### src/design/tmr_pkg.sv
// package: register map, field positions, reset values and mode codes of the dual timer
`default_nettype none
package tmr_pkg;
  localparam logic [7:0] ADDR_CTRL    = 8'h88;
  localparam logic [7:0] ADDR_MODE    = 8'h89;
  localparam logic [7:0] ADDR_CNT0_LO = 8'h8a;
  localparam logic [7:0] ADDR_CNT1_LO = 8'h8b;
  localparam logic [7:0] ADDR_CNT0_HI = 8'h8c;
  localparam logic [7:0] ADDR_CNT1_HI = 8'h8d;
  localparam logic [7:0] ADDR_CTRL_B  = 8'h91;
  localparam logic [7:0] ADDR_RLD0_LO = 8'hf2;
  localparam logic [7:0] ADDR_RLD1_LO = 8'hf3;
  localparam logic [7:0] ADDR_RLD0_HI = 8'hf4;
  localparam logic [7:0] ADDR_RLD1_HI = 8'hf5;
  localparam logic [7:0] ADDR_CLK_CTL = 8'h8f;
  localparam logic [7:0] RST_CTRL     = 8'h00;
  localparam logic [7:0] RST_MODE     = 8'h00;
  localparam logic [7:0] RST_CTRL_B   = 8'h24;
  localparam logic [7:0] RST_CLK_CTL  = 8'h05;
  localparam logic [7:0] RST_CNT      = 8'h00;
  localparam logic [7:0] RST_RLD      = 8'h00;
  // timer_control bit positions
  localparam int BIT_OVF1  = 7;
  localparam int BIT_RUN1  = 6;
  localparam int BIT_OVF0  = 5;
  localparam int BIT_RUN0  = 4;
  localparam int BIT_EDG1  = 3;
  localparam int BIT_TYP1  = 2;
  localparam int BIT_EDG0  = 1;
  localparam int BIT_TYP0  = 0;
  // clock_ctrl_reg: [3:0] shared divider, [4] fast mode, [5] dbl0, [6] dbl1
  localparam int BIT_FAST  = 4;
  localparam int BIT_DBL0  = 5;
  typedef enum logic [1:0] {
    MODE_VAR  = 2'b00,
    MODE_R16  = 2'b01,
    MODE_R8   = 2'b10,
    MODE_SPLT = 2'b11
  } tmode_t;
  typedef struct packed {
    logic [7:0] ctrl;
    logic [7:0] mode;
    logic [7:0] ctrl_b;
    logic [7:0] clk_ctl;
    logic [1:0][7:0] cnt_lo;
    logic [1:0][7:0] cnt_hi;
    logic [1:0][7:0] rld_lo;
    logic [1:0][7:0] rld_hi;
    logic [3:0] div_cnt;
    logic       half_ph;
    logic [1:0] pin_prev;
    logic [1:0] irq_prev;
    logic [7:0] rdata;
  } tmr_state_t;
endpackage : tmr_pkg
`default_nettype wire

### src/design/dual_timer.sv
// dual 16-bit timer/counter with four modes, register port and pin sampling
//
// Chosen here: the strobed register port.
`default_nettype none
// What this block does
// - overflow sets flag; interrupt acknowledge clears it
// - run bit switches each timer
// - falling edge on irq pin sets flag
// - type bit picks edge or low level
// - count needs run and gate low or pin high
// - select bit picks clock or pin events
// - two mode bits pick four modes
// - mode 0 low byte prescales psc+1 bits
// - prescale width resets to 100b
// - mode 0 rollover sets overflow flag
// - setting run keeps count
// - mode 1 reloads from reload pair
// - reload pair resets to zero
// - mode 2 reloads low from high
// - timer 1 mode 3 holds count
// - split mode high byte uses timer1 controls
// - timer 1 silent while timer 0 split
// - reload pair idle for counting in modes 0,2,3; rld_hi sets pin compare in every mode
// - pulse enable drives count pin
// - shared divider plus one, double-speed rules
// - pin high then low counts once
// - compatibility divider defaults to five
module dual_timer (
  input  wire logic       clk_sys,
  input  wire logic       reset_n,
  input  wire logic [7:0] reg_addr,
  input  wire logic [7:0] reg_wdata,
  input  wire logic       reg_wr,
  input  wire logic       reg_rd,
  output logic      [7:0] reg_rdata,
  input  wire logic [1:0] irq_ack,
  input  wire logic [1:0] ext_irq_pin,
  input  wire logic [1:0] count_pin_in,
  output logic      [1:0] count_pin_out,
  output logic      [1:0] count_pin_oe_n,
  output logic      [1:0] ext_irq_req
);

  // ********************************
  // pin synchronisers
  // ********************************
  logic [1:0] cnt_meta_r;
  logic [1:0] cnt_sync_r;
  logic [1:0] irq_meta_r;
  logic [1:0] irq_sync_r;
  always_ff @(posedge clk_sys or negedge reset_n) begin
    if (!reset_n) begin
      cnt_meta_r <= 2'h3;
      cnt_sync_r <= 2'h3;
      irq_meta_r <= 2'h3;
      irq_sync_r <= 2'h3;
    end else begin
      cnt_meta_r <= count_pin_in;
      cnt_sync_r <= cnt_meta_r;
      irq_meta_r <= ext_irq_pin;
      irq_sync_r <= irq_meta_r;
    end
  end

  // ********************************
  // state
  // ********************************
  tmr_pkg::tmr_state_t st_r;
  tmr_pkg::tmr_state_t st_nxt;

  logic       base_tick;
  logic [1:0] tick;
  logic [1:0] run_ok;
  logic [1:0] fall;
  logic [1:0] inc;
  logic [1:0] ovf;
  logic       hi_split_inc;
  logic       split0;
  logic       pwm_out0;
  logic       pwm_out1;

  always_comb begin
    logic [15:0] c16;
    logic [8:0]  lo9;
    logic [8:0]  hi9;
    logic [7:0]  lmask;
    logic        lo_wrap;
    tmr_pkg::tmode_t md;
    c16 = 16'h0000;
    lo9 = 9'h000;
    hi9 = 9'h000;
    lmask = 8'h00;
    lo_wrap = 1'b0;
    md = tmr_pkg::MODE_VAR;
    st_nxt = st_r;
    ovf = 2'b00;
    hi_split_inc = 1'b0;
    split0 = (st_r.mode[1:0] == tmr_pkg::MODE_SPLT);

    // shared divider: a slow tick every divider+1 clocks
    // greater-or-equal: a smaller divider written mid-count must not wait for a wrap
    base_tick = (st_r.div_cnt >= st_r.clk_ctl[3:0]);
    st_nxt.div_cnt = base_tick ? 4'h0 : st_r.div_cnt + 4'h1;
    if (base_tick) begin
      st_nxt.half_ph = ~st_r.half_ph;
    end

    for (int n = 0; n < 2; n++) begin
      // fast mode: divider only with double-speed; compat: always, double halves
      if (st_r.clk_ctl[tmr_pkg::BIT_FAST]) begin
        tick[n] = st_r.clk_ctl[tmr_pkg::BIT_DBL0 + n] ? base_tick : 1'b1;
      end else begin
        tick[n] = base_tick & (~st_r.clk_ctl[tmr_pkg::BIT_DBL0 + n] | st_r.half_ph);
      end
      // pin sampled on each tick; a 1 then 0 pair is one event
      fall[n] = st_r.pin_prev[n] & ~cnt_sync_r[n];
      if (tick[n]) begin
        st_nxt.pin_prev[n] = cnt_sync_r[n];
      end
      run_ok[n] = st_r.ctrl[tmr_pkg::BIT_RUN0 + 2 * n]
                & (~st_r.mode[3 + 4 * n] | irq_sync_r[n]);
      inc[n] = run_ok[n] & tick[n]
             & (st_r.mode[2 + 4 * n] ? fall[n] : 1'b1);
    end

    // timer 1 in mode 3 simply holds
    if (st_r.mode[5:4] == tmr_pkg::MODE_SPLT) begin
      inc[1] = 1'b0;
    end

    for (int n = 0; n < 2; n++) begin
      md = tmr_pkg::tmode_t'(st_r.mode[4 * n +: 2]);
      case (md)
        tmr_pkg::MODE_VAR: begin
          // low byte keeps psc+1 bits; upper bits are cleared on each count
          lmask = 8'hff >> (3'h7 - st_r.ctrl_b[3 * n +: 3]);
          if (inc[n]) begin
            lo_wrap = ((st_r.cnt_lo[n] & lmask) == lmask);
            st_nxt.cnt_lo[n] = (st_r.cnt_lo[n] + 8'h01) & lmask;
            if (lo_wrap) begin
              hi9 = {1'b0, st_r.cnt_hi[n]} + 9'h001;
              st_nxt.cnt_hi[n] = hi9[7:0];
              ovf[n] = hi9[8];
            end
          end
        end
        tmr_pkg::MODE_R16: begin
          if (inc[n]) begin
            c16 = {st_r.cnt_hi[n], st_r.cnt_lo[n]};
            if (c16 == 16'hffff) begin
              // reload pair feeds the count only here; rld_hi also sets the count pin compare
              st_nxt.cnt_hi[n] = st_r.rld_hi[n];
              st_nxt.cnt_lo[n] = st_r.rld_lo[n];
              ovf[n] = 1'b1;
            end else begin
              c16 = c16 + 16'h0001;
              st_nxt.cnt_hi[n] = c16[15:8];
              st_nxt.cnt_lo[n] = c16[7:0];
            end
          end
        end
        tmr_pkg::MODE_R8: begin
          if (inc[n]) begin
            lo9 = {1'b0, st_r.cnt_lo[n]} + 9'h001;
            st_nxt.cnt_lo[n] = lo9[8] ? st_r.cnt_hi[n] : lo9[7:0];
            ovf[n] = lo9[8];
          end
        end
        tmr_pkg::MODE_SPLT: begin
          // only timer 0 lands here with counting; low byte alone
          if (inc[n]) begin
            lo9 = {1'b0, st_r.cnt_lo[n]} + 9'h001;
            st_nxt.cnt_lo[n] = lo9[7:0];
            ovf[n] = lo9[8];
          end
        end
        default: begin
          ovf[n] = 1'b0;
        end
      endcase
    end

    // split mode: timer 0 high byte counts clocks under timer 1 run bit
    if (split0) begin
      hi_split_inc = st_r.ctrl[tmr_pkg::BIT_RUN1] & tick[0];
      ovf[1] = 1'b0;
      if (hi_split_inc) begin
        hi9 = {1'b0, st_r.cnt_hi[0]} + 9'h001;
        st_nxt.cnt_hi[0] = hi9[7:0];
        ovf[1] = hi9[8];
      end
    end

    // flags: set beats acknowledge
    for (int n = 0; n < 2; n++) begin
      if (irq_ack[n]) begin
        st_nxt.ctrl[tmr_pkg::BIT_OVF0 + 2 * n] = 1'b0;
      end
      if (ovf[n]) begin
        st_nxt.ctrl[tmr_pkg::BIT_OVF0 + 2 * n] = 1'b1;
      end
      st_nxt.irq_prev[n] = irq_sync_r[n];
      if (st_r.ctrl[tmr_pkg::BIT_TYP0 + 2 * n]) begin
        if (st_r.irq_prev[n] & ~irq_sync_r[n]) begin
          st_nxt.ctrl[tmr_pkg::BIT_EDG0 + 2 * n] = 1'b1;
        end else if (irq_ack[n]) begin
          st_nxt.ctrl[tmr_pkg::BIT_EDG0 + 2 * n] = 1'b0;
        end
      end else begin
        // level mode: flag follows the pin low
        st_nxt.ctrl[tmr_pkg::BIT_EDG0 + 2 * n] = ~irq_sync_r[n];
      end
    end

    // software access wins over hardware updates
    st_nxt.rdata = 8'h00;
    if (reg_wr) begin
      case (reg_addr)
        tmr_pkg::ADDR_CTRL:    st_nxt.ctrl = reg_wdata;
        tmr_pkg::ADDR_MODE:    st_nxt.mode = reg_wdata;
        tmr_pkg::ADDR_CNT0_LO: st_nxt.cnt_lo[0] = reg_wdata;
        tmr_pkg::ADDR_CNT1_LO: st_nxt.cnt_lo[1] = reg_wdata;
        tmr_pkg::ADDR_CNT0_HI: st_nxt.cnt_hi[0] = reg_wdata;
        tmr_pkg::ADDR_CNT1_HI: st_nxt.cnt_hi[1] = reg_wdata;
        tmr_pkg::ADDR_CTRL_B:  st_nxt.ctrl_b = reg_wdata;
        tmr_pkg::ADDR_RLD0_LO: st_nxt.rld_lo[0] = reg_wdata;
        tmr_pkg::ADDR_RLD1_LO: st_nxt.rld_lo[1] = reg_wdata;
        tmr_pkg::ADDR_RLD0_HI: st_nxt.rld_hi[0] = reg_wdata;
        tmr_pkg::ADDR_RLD1_HI: st_nxt.rld_hi[1] = reg_wdata;
        tmr_pkg::ADDR_CLK_CTL: st_nxt.clk_ctl = {1'b0, reg_wdata[6:0]};
        default: st_nxt.rdata = 8'h00;
      endcase
    end
    if (reg_rd) begin
      case (reg_addr)
        tmr_pkg::ADDR_CTRL:    st_nxt.rdata = st_r.ctrl;
        tmr_pkg::ADDR_MODE:    st_nxt.rdata = st_r.mode;
        tmr_pkg::ADDR_CNT0_LO: st_nxt.rdata = st_r.cnt_lo[0];
        tmr_pkg::ADDR_CNT1_LO: st_nxt.rdata = st_r.cnt_lo[1];
        tmr_pkg::ADDR_CNT0_HI: st_nxt.rdata = st_r.cnt_hi[0];
        tmr_pkg::ADDR_CNT1_HI: st_nxt.rdata = st_r.cnt_hi[1];
        tmr_pkg::ADDR_CTRL_B:  st_nxt.rdata = st_r.ctrl_b;
        tmr_pkg::ADDR_RLD0_LO: st_nxt.rdata = st_r.rld_lo[0];
        tmr_pkg::ADDR_RLD1_LO: st_nxt.rdata = st_r.rld_lo[1];
        tmr_pkg::ADDR_RLD0_HI: st_nxt.rdata = st_r.rld_hi[0];
        tmr_pkg::ADDR_RLD1_HI: st_nxt.rdata = st_r.rld_hi[1];
        tmr_pkg::ADDR_CLK_CTL: st_nxt.rdata = st_r.clk_ctl;
        default:               st_nxt.rdata = 8'h00;
      endcase
    end
  end

  always_ff @(posedge clk_sys or negedge reset_n) begin
    if (!reset_n) begin
      st_r.ctrl     <= tmr_pkg::RST_CTRL;
      st_r.mode     <= tmr_pkg::RST_MODE;
      st_r.ctrl_b   <= tmr_pkg::RST_CTRL_B;
      st_r.clk_ctl  <= tmr_pkg::RST_CLK_CTL;
      st_r.cnt_lo   <= {2{tmr_pkg::RST_CNT}};
      st_r.cnt_hi   <= {2{tmr_pkg::RST_CNT}};
      st_r.rld_lo   <= {2{tmr_pkg::RST_RLD}};
      st_r.rld_hi   <= {2{tmr_pkg::RST_RLD}};
      st_r.div_cnt  <= 4'h0;
      st_r.half_ph  <= 1'b0;
      st_r.pin_prev <= 2'h3;
      st_r.irq_prev <= 2'h3;
      st_r.rdata    <= 8'h00;
    end else begin
      st_r <= st_nxt;
    end
  end

  // ********************************
  // outputs
  // ********************************
  // simple compare against the high-byte reload; waveform detail is kept minimal
  assign pwm_out0 = (st_r.cnt_hi[0] < st_r.rld_hi[0]);
  assign pwm_out1 = (st_r.cnt_hi[1] < st_r.rld_hi[1]);
  assign reg_rdata = st_r.rdata;
  assign count_pin_out = {pwm_out1, pwm_out0};
  assign count_pin_oe_n = ~st_r.ctrl_b[7:6];
  assign ext_irq_req = {st_r.ctrl[tmr_pkg::BIT_EDG1], st_r.ctrl[tmr_pkg::BIT_EDG0]};

  // ********************************
  // assertions
  // ********************************
  a_ovf_sets_flag: assert property (@(posedge clk_sys) disable iff (!reset_n)
    (ovf[0] && !reg_wr) |=> st_r.ctrl[tmr_pkg::BIT_OVF0])
    else $error("timer 0 overflow did not set flag");
  a_stopped_holds: assert property (@(posedge clk_sys) disable iff (!reset_n)
    (!st_r.ctrl[tmr_pkg::BIT_RUN1] && !reg_wr) |=> $stable(st_r.cnt_lo[1]))
    else $error("stopped timer 1 changed count");
  a_edge_flag: assert property (@(posedge clk_sys) disable iff (!reset_n)
    (st_r.ctrl[tmr_pkg::BIT_TYP0] && st_r.irq_prev[0] && !irq_sync_r[0] && !reg_wr)
    |=> st_r.ctrl[tmr_pkg::BIT_EDG0])
    else $error("edge flag not set");
  a_gate_blocks: assert property (@(posedge clk_sys) disable iff (!reset_n)
    (st_r.mode[3] && !irq_sync_r[0]) |-> !inc[0])
    else $error("gated timer 0 counted");
  a_r16_reload: assert property (@(posedge clk_sys) disable iff (!reset_n)
    (st_r.mode[1:0] == 2'b01 && inc[0] && {st_r.cnt_hi[0], st_r.cnt_lo[0]} == 16'hffff
     && !reg_wr) |=> (st_r.cnt_lo[0] == $past(st_r.rld_lo[0])))
    else $error("mode 1 reload missing");
  a_r8_reload: assert property (@(posedge clk_sys) disable iff (!reset_n)
    (st_r.mode[1:0] == 2'b10 && inc[0] && st_r.cnt_lo[0] == 8'hff && !reg_wr)
    |=> (st_r.cnt_lo[0] == st_r.cnt_hi[0]) && $stable(st_r.cnt_hi[0]))
    else $error("mode 2 reload wrong");
  a_t1_split_hold: assert property (@(posedge clk_sys) disable iff (!reset_n)
    (st_r.mode[5:4] == 2'b11 && !reg_wr) |=> $stable(st_r.cnt_hi[1]))
    else $error("timer 1 mode 3 moved");
  a_read_data: assert property (@(posedge clk_sys) disable iff (!reset_n)
    (reg_rd && reg_addr == tmr_pkg::ADDR_MODE) |=> reg_rdata == $past(st_r.mode))
    else $error("read data wrong");
  a_ovf1_flag: assert property (@(posedge clk_sys) disable iff (!reset_n)
    (ovf[1] && !reg_wr) |=> st_r.ctrl[tmr_pkg::BIT_OVF1])
    else $error("timer 1 overflow did not set flag");
  a_ack_clears: assert property (@(posedge clk_sys) disable iff (!reset_n)
    (irq_ack[0] && !ovf[0] && !reg_wr) |=> !st_r.ctrl[tmr_pkg::BIT_OVF0])
    else $error("acknowledge did not clear timer 0 flag");
  a_level_mirror: assert property (@(posedge clk_sys) disable iff (!reset_n)
    (!st_r.ctrl[tmr_pkg::BIT_TYP0] && !reg_wr)
    |=> (st_r.ctrl[tmr_pkg::BIT_EDG0] == !$past(irq_sync_r[0])))
    else $error("level flag does not follow pin");
  a_fast_tick: assert property (@(posedge clk_sys) disable iff (!reset_n)
    (st_r.clk_ctl[tmr_pkg::BIT_FAST] && !st_r.clk_ctl[tmr_pkg::BIT_DBL0] && run_ok[0]
     && !st_r.mode[2]) |-> inc[0])
    else $error("fast timer 0 missed a clock");
  a_var_mask: assert property (@(posedge clk_sys) disable iff (!reset_n)
    (st_r.mode[1:0] == 2'b00 && inc[0] && !reg_wr)
    |=> ((st_r.cnt_lo[0] & ~(8'hff >> (3'h7 - $past(st_r.ctrl_b[2:0])))) == 8'h00))
    else $error("mode 0 low byte exceeds prescale width");
  a_run_keeps: assert property (@(posedge clk_sys) disable iff (!reset_n)
    (reg_wr && reg_addr == tmr_pkg::ADDR_CTRL && !inc[0]) |=> $stable(st_r.cnt_lo[0]))
    else $error("control write altered timer 0 count");
  a_r16_count: assert property (@(posedge clk_sys) disable iff (!reset_n)
    (st_r.mode[1:0] == 2'b01 && inc[0] && {st_r.cnt_hi[0], st_r.cnt_lo[0]} != 16'hffff
     && !reg_wr) |=> ({st_r.cnt_hi[0], st_r.cnt_lo[0]}
     == $past({st_r.cnt_hi[0], st_r.cnt_lo[0]}) + 16'h0001))
    else $error("mode 1 count did not step by one");
  a_pin_event: assert property (@(posedge clk_sys) disable iff (!reset_n)
    (st_r.mode[2] && run_ok[0] && tick[0])
    |-> (inc[0] == (st_r.pin_prev[0] && !cnt_sync_r[0])))
    else $error("counter step does not match pin fall");
  a_split_hi: assert property (@(posedge clk_sys) disable iff (!reset_n)
    (split0 && st_r.ctrl[tmr_pkg::BIT_RUN1] && tick[0] && !reg_wr)
    |=> (st_r.cnt_hi[0] == $past(st_r.cnt_hi[0]) + 8'h01))
    else $error("split high byte did not count");
  a_split_quiet: assert property (@(posedge clk_sys) disable iff (!reset_n)
    (split0 && !st_r.ctrl[tmr_pkg::BIT_OVF1] && !reg_wr
     && !(st_r.ctrl[tmr_pkg::BIT_RUN1] && tick[0] && st_r.cnt_hi[0] == 8'hff))
    |=> !st_r.ctrl[tmr_pkg::BIT_OVF1])
    else $error("timer 1 raised flag during split mode");

endmodule : dual_timer
`default_nettype wire

### config.mk
export PLATFORM = sky130hd
export DESIGN_NAME = dual_timer
export DESIGN_NICKNAME = d
export VERILOG_FILES = /design/src/design/tmr_pkg.sv /design/src/design/dual_timer.sv
export SDC_FILE = /design/constraint.sdc
export NUM_CORES = 1
export LEC_CHECK = 0
export ABC_AREA = 0
export BUFFER_PORTS_ARGS = -buffer_cell sky130_fd_sc_hd__clkbuf_2
export CORE_UTILIZATION = 60
export CTS_BUF_LIST = sky130_fd_sc_hd__clkbuf_16
export CTS_CLUSTER_SIZE = 10
export DETAILED_ROUTE_END_ITERATION = 7
export GPL_ROUTABILITY_DRIVEN = 0
export PLACE_DENSITY = 0.79
export RECOVER_POWER = 25
export SLEW_MARGIN = 0
export SYNTH_ARGS = -nofsm -noshare
export SYNTH_HDL_FRONTEND = slang
export SYNTH_SLANG_ARGS = --single-unit
### constraint.sdc
create_clock -name clk_sys -period 2.9 [get_ports clk_sys]
set_input_delay 0 -clock clk_sys [delete_from_list [all_inputs] [get_ports clk_sys]]
set_output_delay 0 -clock clk_sys [all_outputs]
set_load 0.05 [all_outputs]
==> impl_metrics.ini <==
[drt]
wire_per_inst_um = 24.33
totalWireLength_mm = 30.20
drc = 0
antenna_left = 0
dr.pass1.iters = 7
routed-via-count = 8969
viasPerCell = 7.227
drtIter0Drc = 1640

[synth]
synth_area_um2 = 8786
synth_largest_area_cell = dfrtp_1
yosysTopAreaCellShare = 0.2962
synthCells = 1038
ys_seq_area_frac = 0.3441
synth_cell_type_count = 90
synth_flop_cell = dfrtp_1
synth_warnings = 0
synth_common_cells = dfrtp_1, nand2_1, o21ai_0
avgSynthCellArea_um2 = 8.464
ys_ff_latch = 120
synth_area_leaders = dfrtp_1, mux2_2, dfstp_2
postSynth.asyncResetShare = 1.000
synth.most_common_cell = dfrtp_1
synth-edff-count = 0
syn-num-nets = 1087

[timing]
worst_pin_slew_ns = 1.375
finalClockSkew_ns = 0.007155
finalCriticalPeriod_ns = 2.723
rsz0062_at_grt = false
setup_viol = 0
hold_viol = 0
relSlewSlack = 0.08345
fmax_ghz = 0.3672
finalCritPeriodShare = 0.9390
drv_slew = 0
fin_tns_setup_ns = 0
whs_ns = 0.09583

[cells_and_area]
synthToLayoutAreaGrowth_pct = 10.79
fin_area_um2 = 9734
regArea_um2 = 3023
fillerInstances = 1103
drive_above_1_share = 0.2008
antenna_cells = 0
fin_nets = 1097
multi_input_area_um2 = 5144

[job]
drv_cap = 0

[die]
die_area_um2 = 15130
num_rows = 43
die_x_um = 123.0
initial_core_util = 0.6233
fp.dieH_um = 123.0
core-area_um2 = 14100
pin_count = 40

[pwr]
p_sw_w = 0.002582
vdd.ir_drop.worst_v = 0.0006145
p_leak_nw = 4.064
p_total_w = 0.006440
p_per_area_nw_per_um2 = 661.6
combPwrFrac = 0.321
clockPowerShare = 0.307
seqPwrFrac = 0.372
swShare = 0.4009
internal-power_w = 0.003858

[global_routing]
grt-ovfl-total = 0
antenna_found_initial = 1
grt_max_degree = 56
grt_pass1_vias = 8279
grt_pass1_wl_mm = 47.00
track_usage = 0.4205

[outcome]
status = complete, no violations

[critical_path]
crit_path_end_kind = flip-flop
worstRegToRegCells = 9
cp_max_fo = 8
crit_end = st_r[63]
path_class = flip-flop to flip-flop
reg2reg_to = st_r[63]
worstReg2RegStart = st_r[83]
critical_path.startpoint_type = flip-flop
crit_arrival_ns = 3.08
startpoint = st_r[83]
reg2reg_slack_ns = 0.18
critical_path_required_ns = 3.25

[clock_network]
clkSlewWorstSetupHoldPaths_ns = 0.06
cts_tree = done
numCtsBuffers = 17
cts_buffer_depth = 2
cts_max_level = 4
clock_latency_ns = 0.43
numClockSinks = 120
clock-root-buffer = clkbuf_16

[placement]
place_area_um2 = 9117
numPortBuffers = 39
post-dp-hpwl_mm = 20.84

[hold_path]
hp-class = input pin to flip-flop
hold_path_depth = 3
state kept, by name (all words and copies together), names as in the netlist:
register and flops:
irq_sync_r 2, reg_rdata 8, st_r 102, cnt_sync_r 2, cnt_meta_r 2, ext_irq_req 2, irq_meta_r 2
cell families after synthesis:
logic type / share of synthesized area
buffers and inverters: 0.07277
adders and majority gates: 0.03275
xor gates and xnor gates: 0.02293
muxes: 0.08160
DFF: 0.3441
and+or+nand+nor: 0.2034
AOI/OAI and AO/OA: 0.2425
layout make-up:
type / count / area share
well taps: 180 / 0.02314
clock buffers: 17 / 0.04370
inverters: 36 / 0.01388
multi-input cells: 774 / 0.5284
flip-flops and latches: 120 / 0.3105
repair buffers: 99 / 0.06799
clock inverters: 15 / 0.01234
critical path, cell delays in order (launching register included):
cell	delay [ns]
dfstp_2	0.54
inv_1	0.05
ha_1	0.27
o211ai_1	0.14
o211ai_1	0.39
nand3_1	0.36
or4_1	0.56
nor2_1	0.10
a311oi_1	0.06
a31oi_1	0.19
metrics by stage:
stage / std cells / util / setup WS [ns]
4_1_cts: 1241 / 0.6905 / 0.1798
6_report: 1241 / 0.6906 / 0.1770
5_1_grt: 1241 / 0.6906 / 0.03712
3_5_place_dp: 1202 / 0.6468 / 0.2063
2_1_floorplan: 1038 / - / 0.4865
3_3_place_gp: 1202 / 0.6468 / 0.2717
metal layers:
layer | up-vias | global-route usage | wire [µm]
li1 | 3862 | - | -
met1 | 4118 | 0.5706 | 11570
met2 | 839 | 0.6011 | 12500
met3 | 150 | 0.1315 | 4599
met4 | 0 | 0.2146 | 1527
met5 | - | 0 | 0
worst min-delay path by stage:
stage            startpoint        endpoint
2_1_floorplan       reset_n  ext_irq_req[0]
4_1_cts        reg_wdata[0]        st_r[73]
6_report       reg_wdata[0]        st_r[73]
3_3_place_gp        reset_n        st_r[87]
3_5_place_dp        reset_n       st_r[105]
5_1_grt        reg_wdata[1]        st_r[18]
power by group through the flow:
stage / Combinational (W) / Clock (W) / Sequential [W]
after floorplan: 0.00156 / 0 / 0.00211
after global placement: 0.00193 / 0 / 0.00238
after detailed placement: 0.00196 / 0 / 0.00238
after CTS: 0.00199 / 0.00198 / 0.00235
after global routing: 0.00222 / 0.00207 / 0.00241
final: 0.00207 / 0.00198 / 0.00240
repair_timing:
action | CTS | global route
buffers inserted | 0 | 0
setup endpoints to repair | 0 | 1
gates resized for setup | 0 | 1
hold buffers | 7 | 0
endpoints found under the hold margin | 53 | 0
cell usage in the layout (no fill, tap or decap), types with 25 or more instances in the layout:
cell type and count:
dfrtp_1 104, nand2_1 89, o21ai_0 77, a21oi_1 69, nor2_1 65, buf_4 53, nand3_1 52, mux2_2 49
clkbuf_2 38, inv_1 35, a31oi_1 25
No activity file was read; power rests on OpenSTA's default activity.
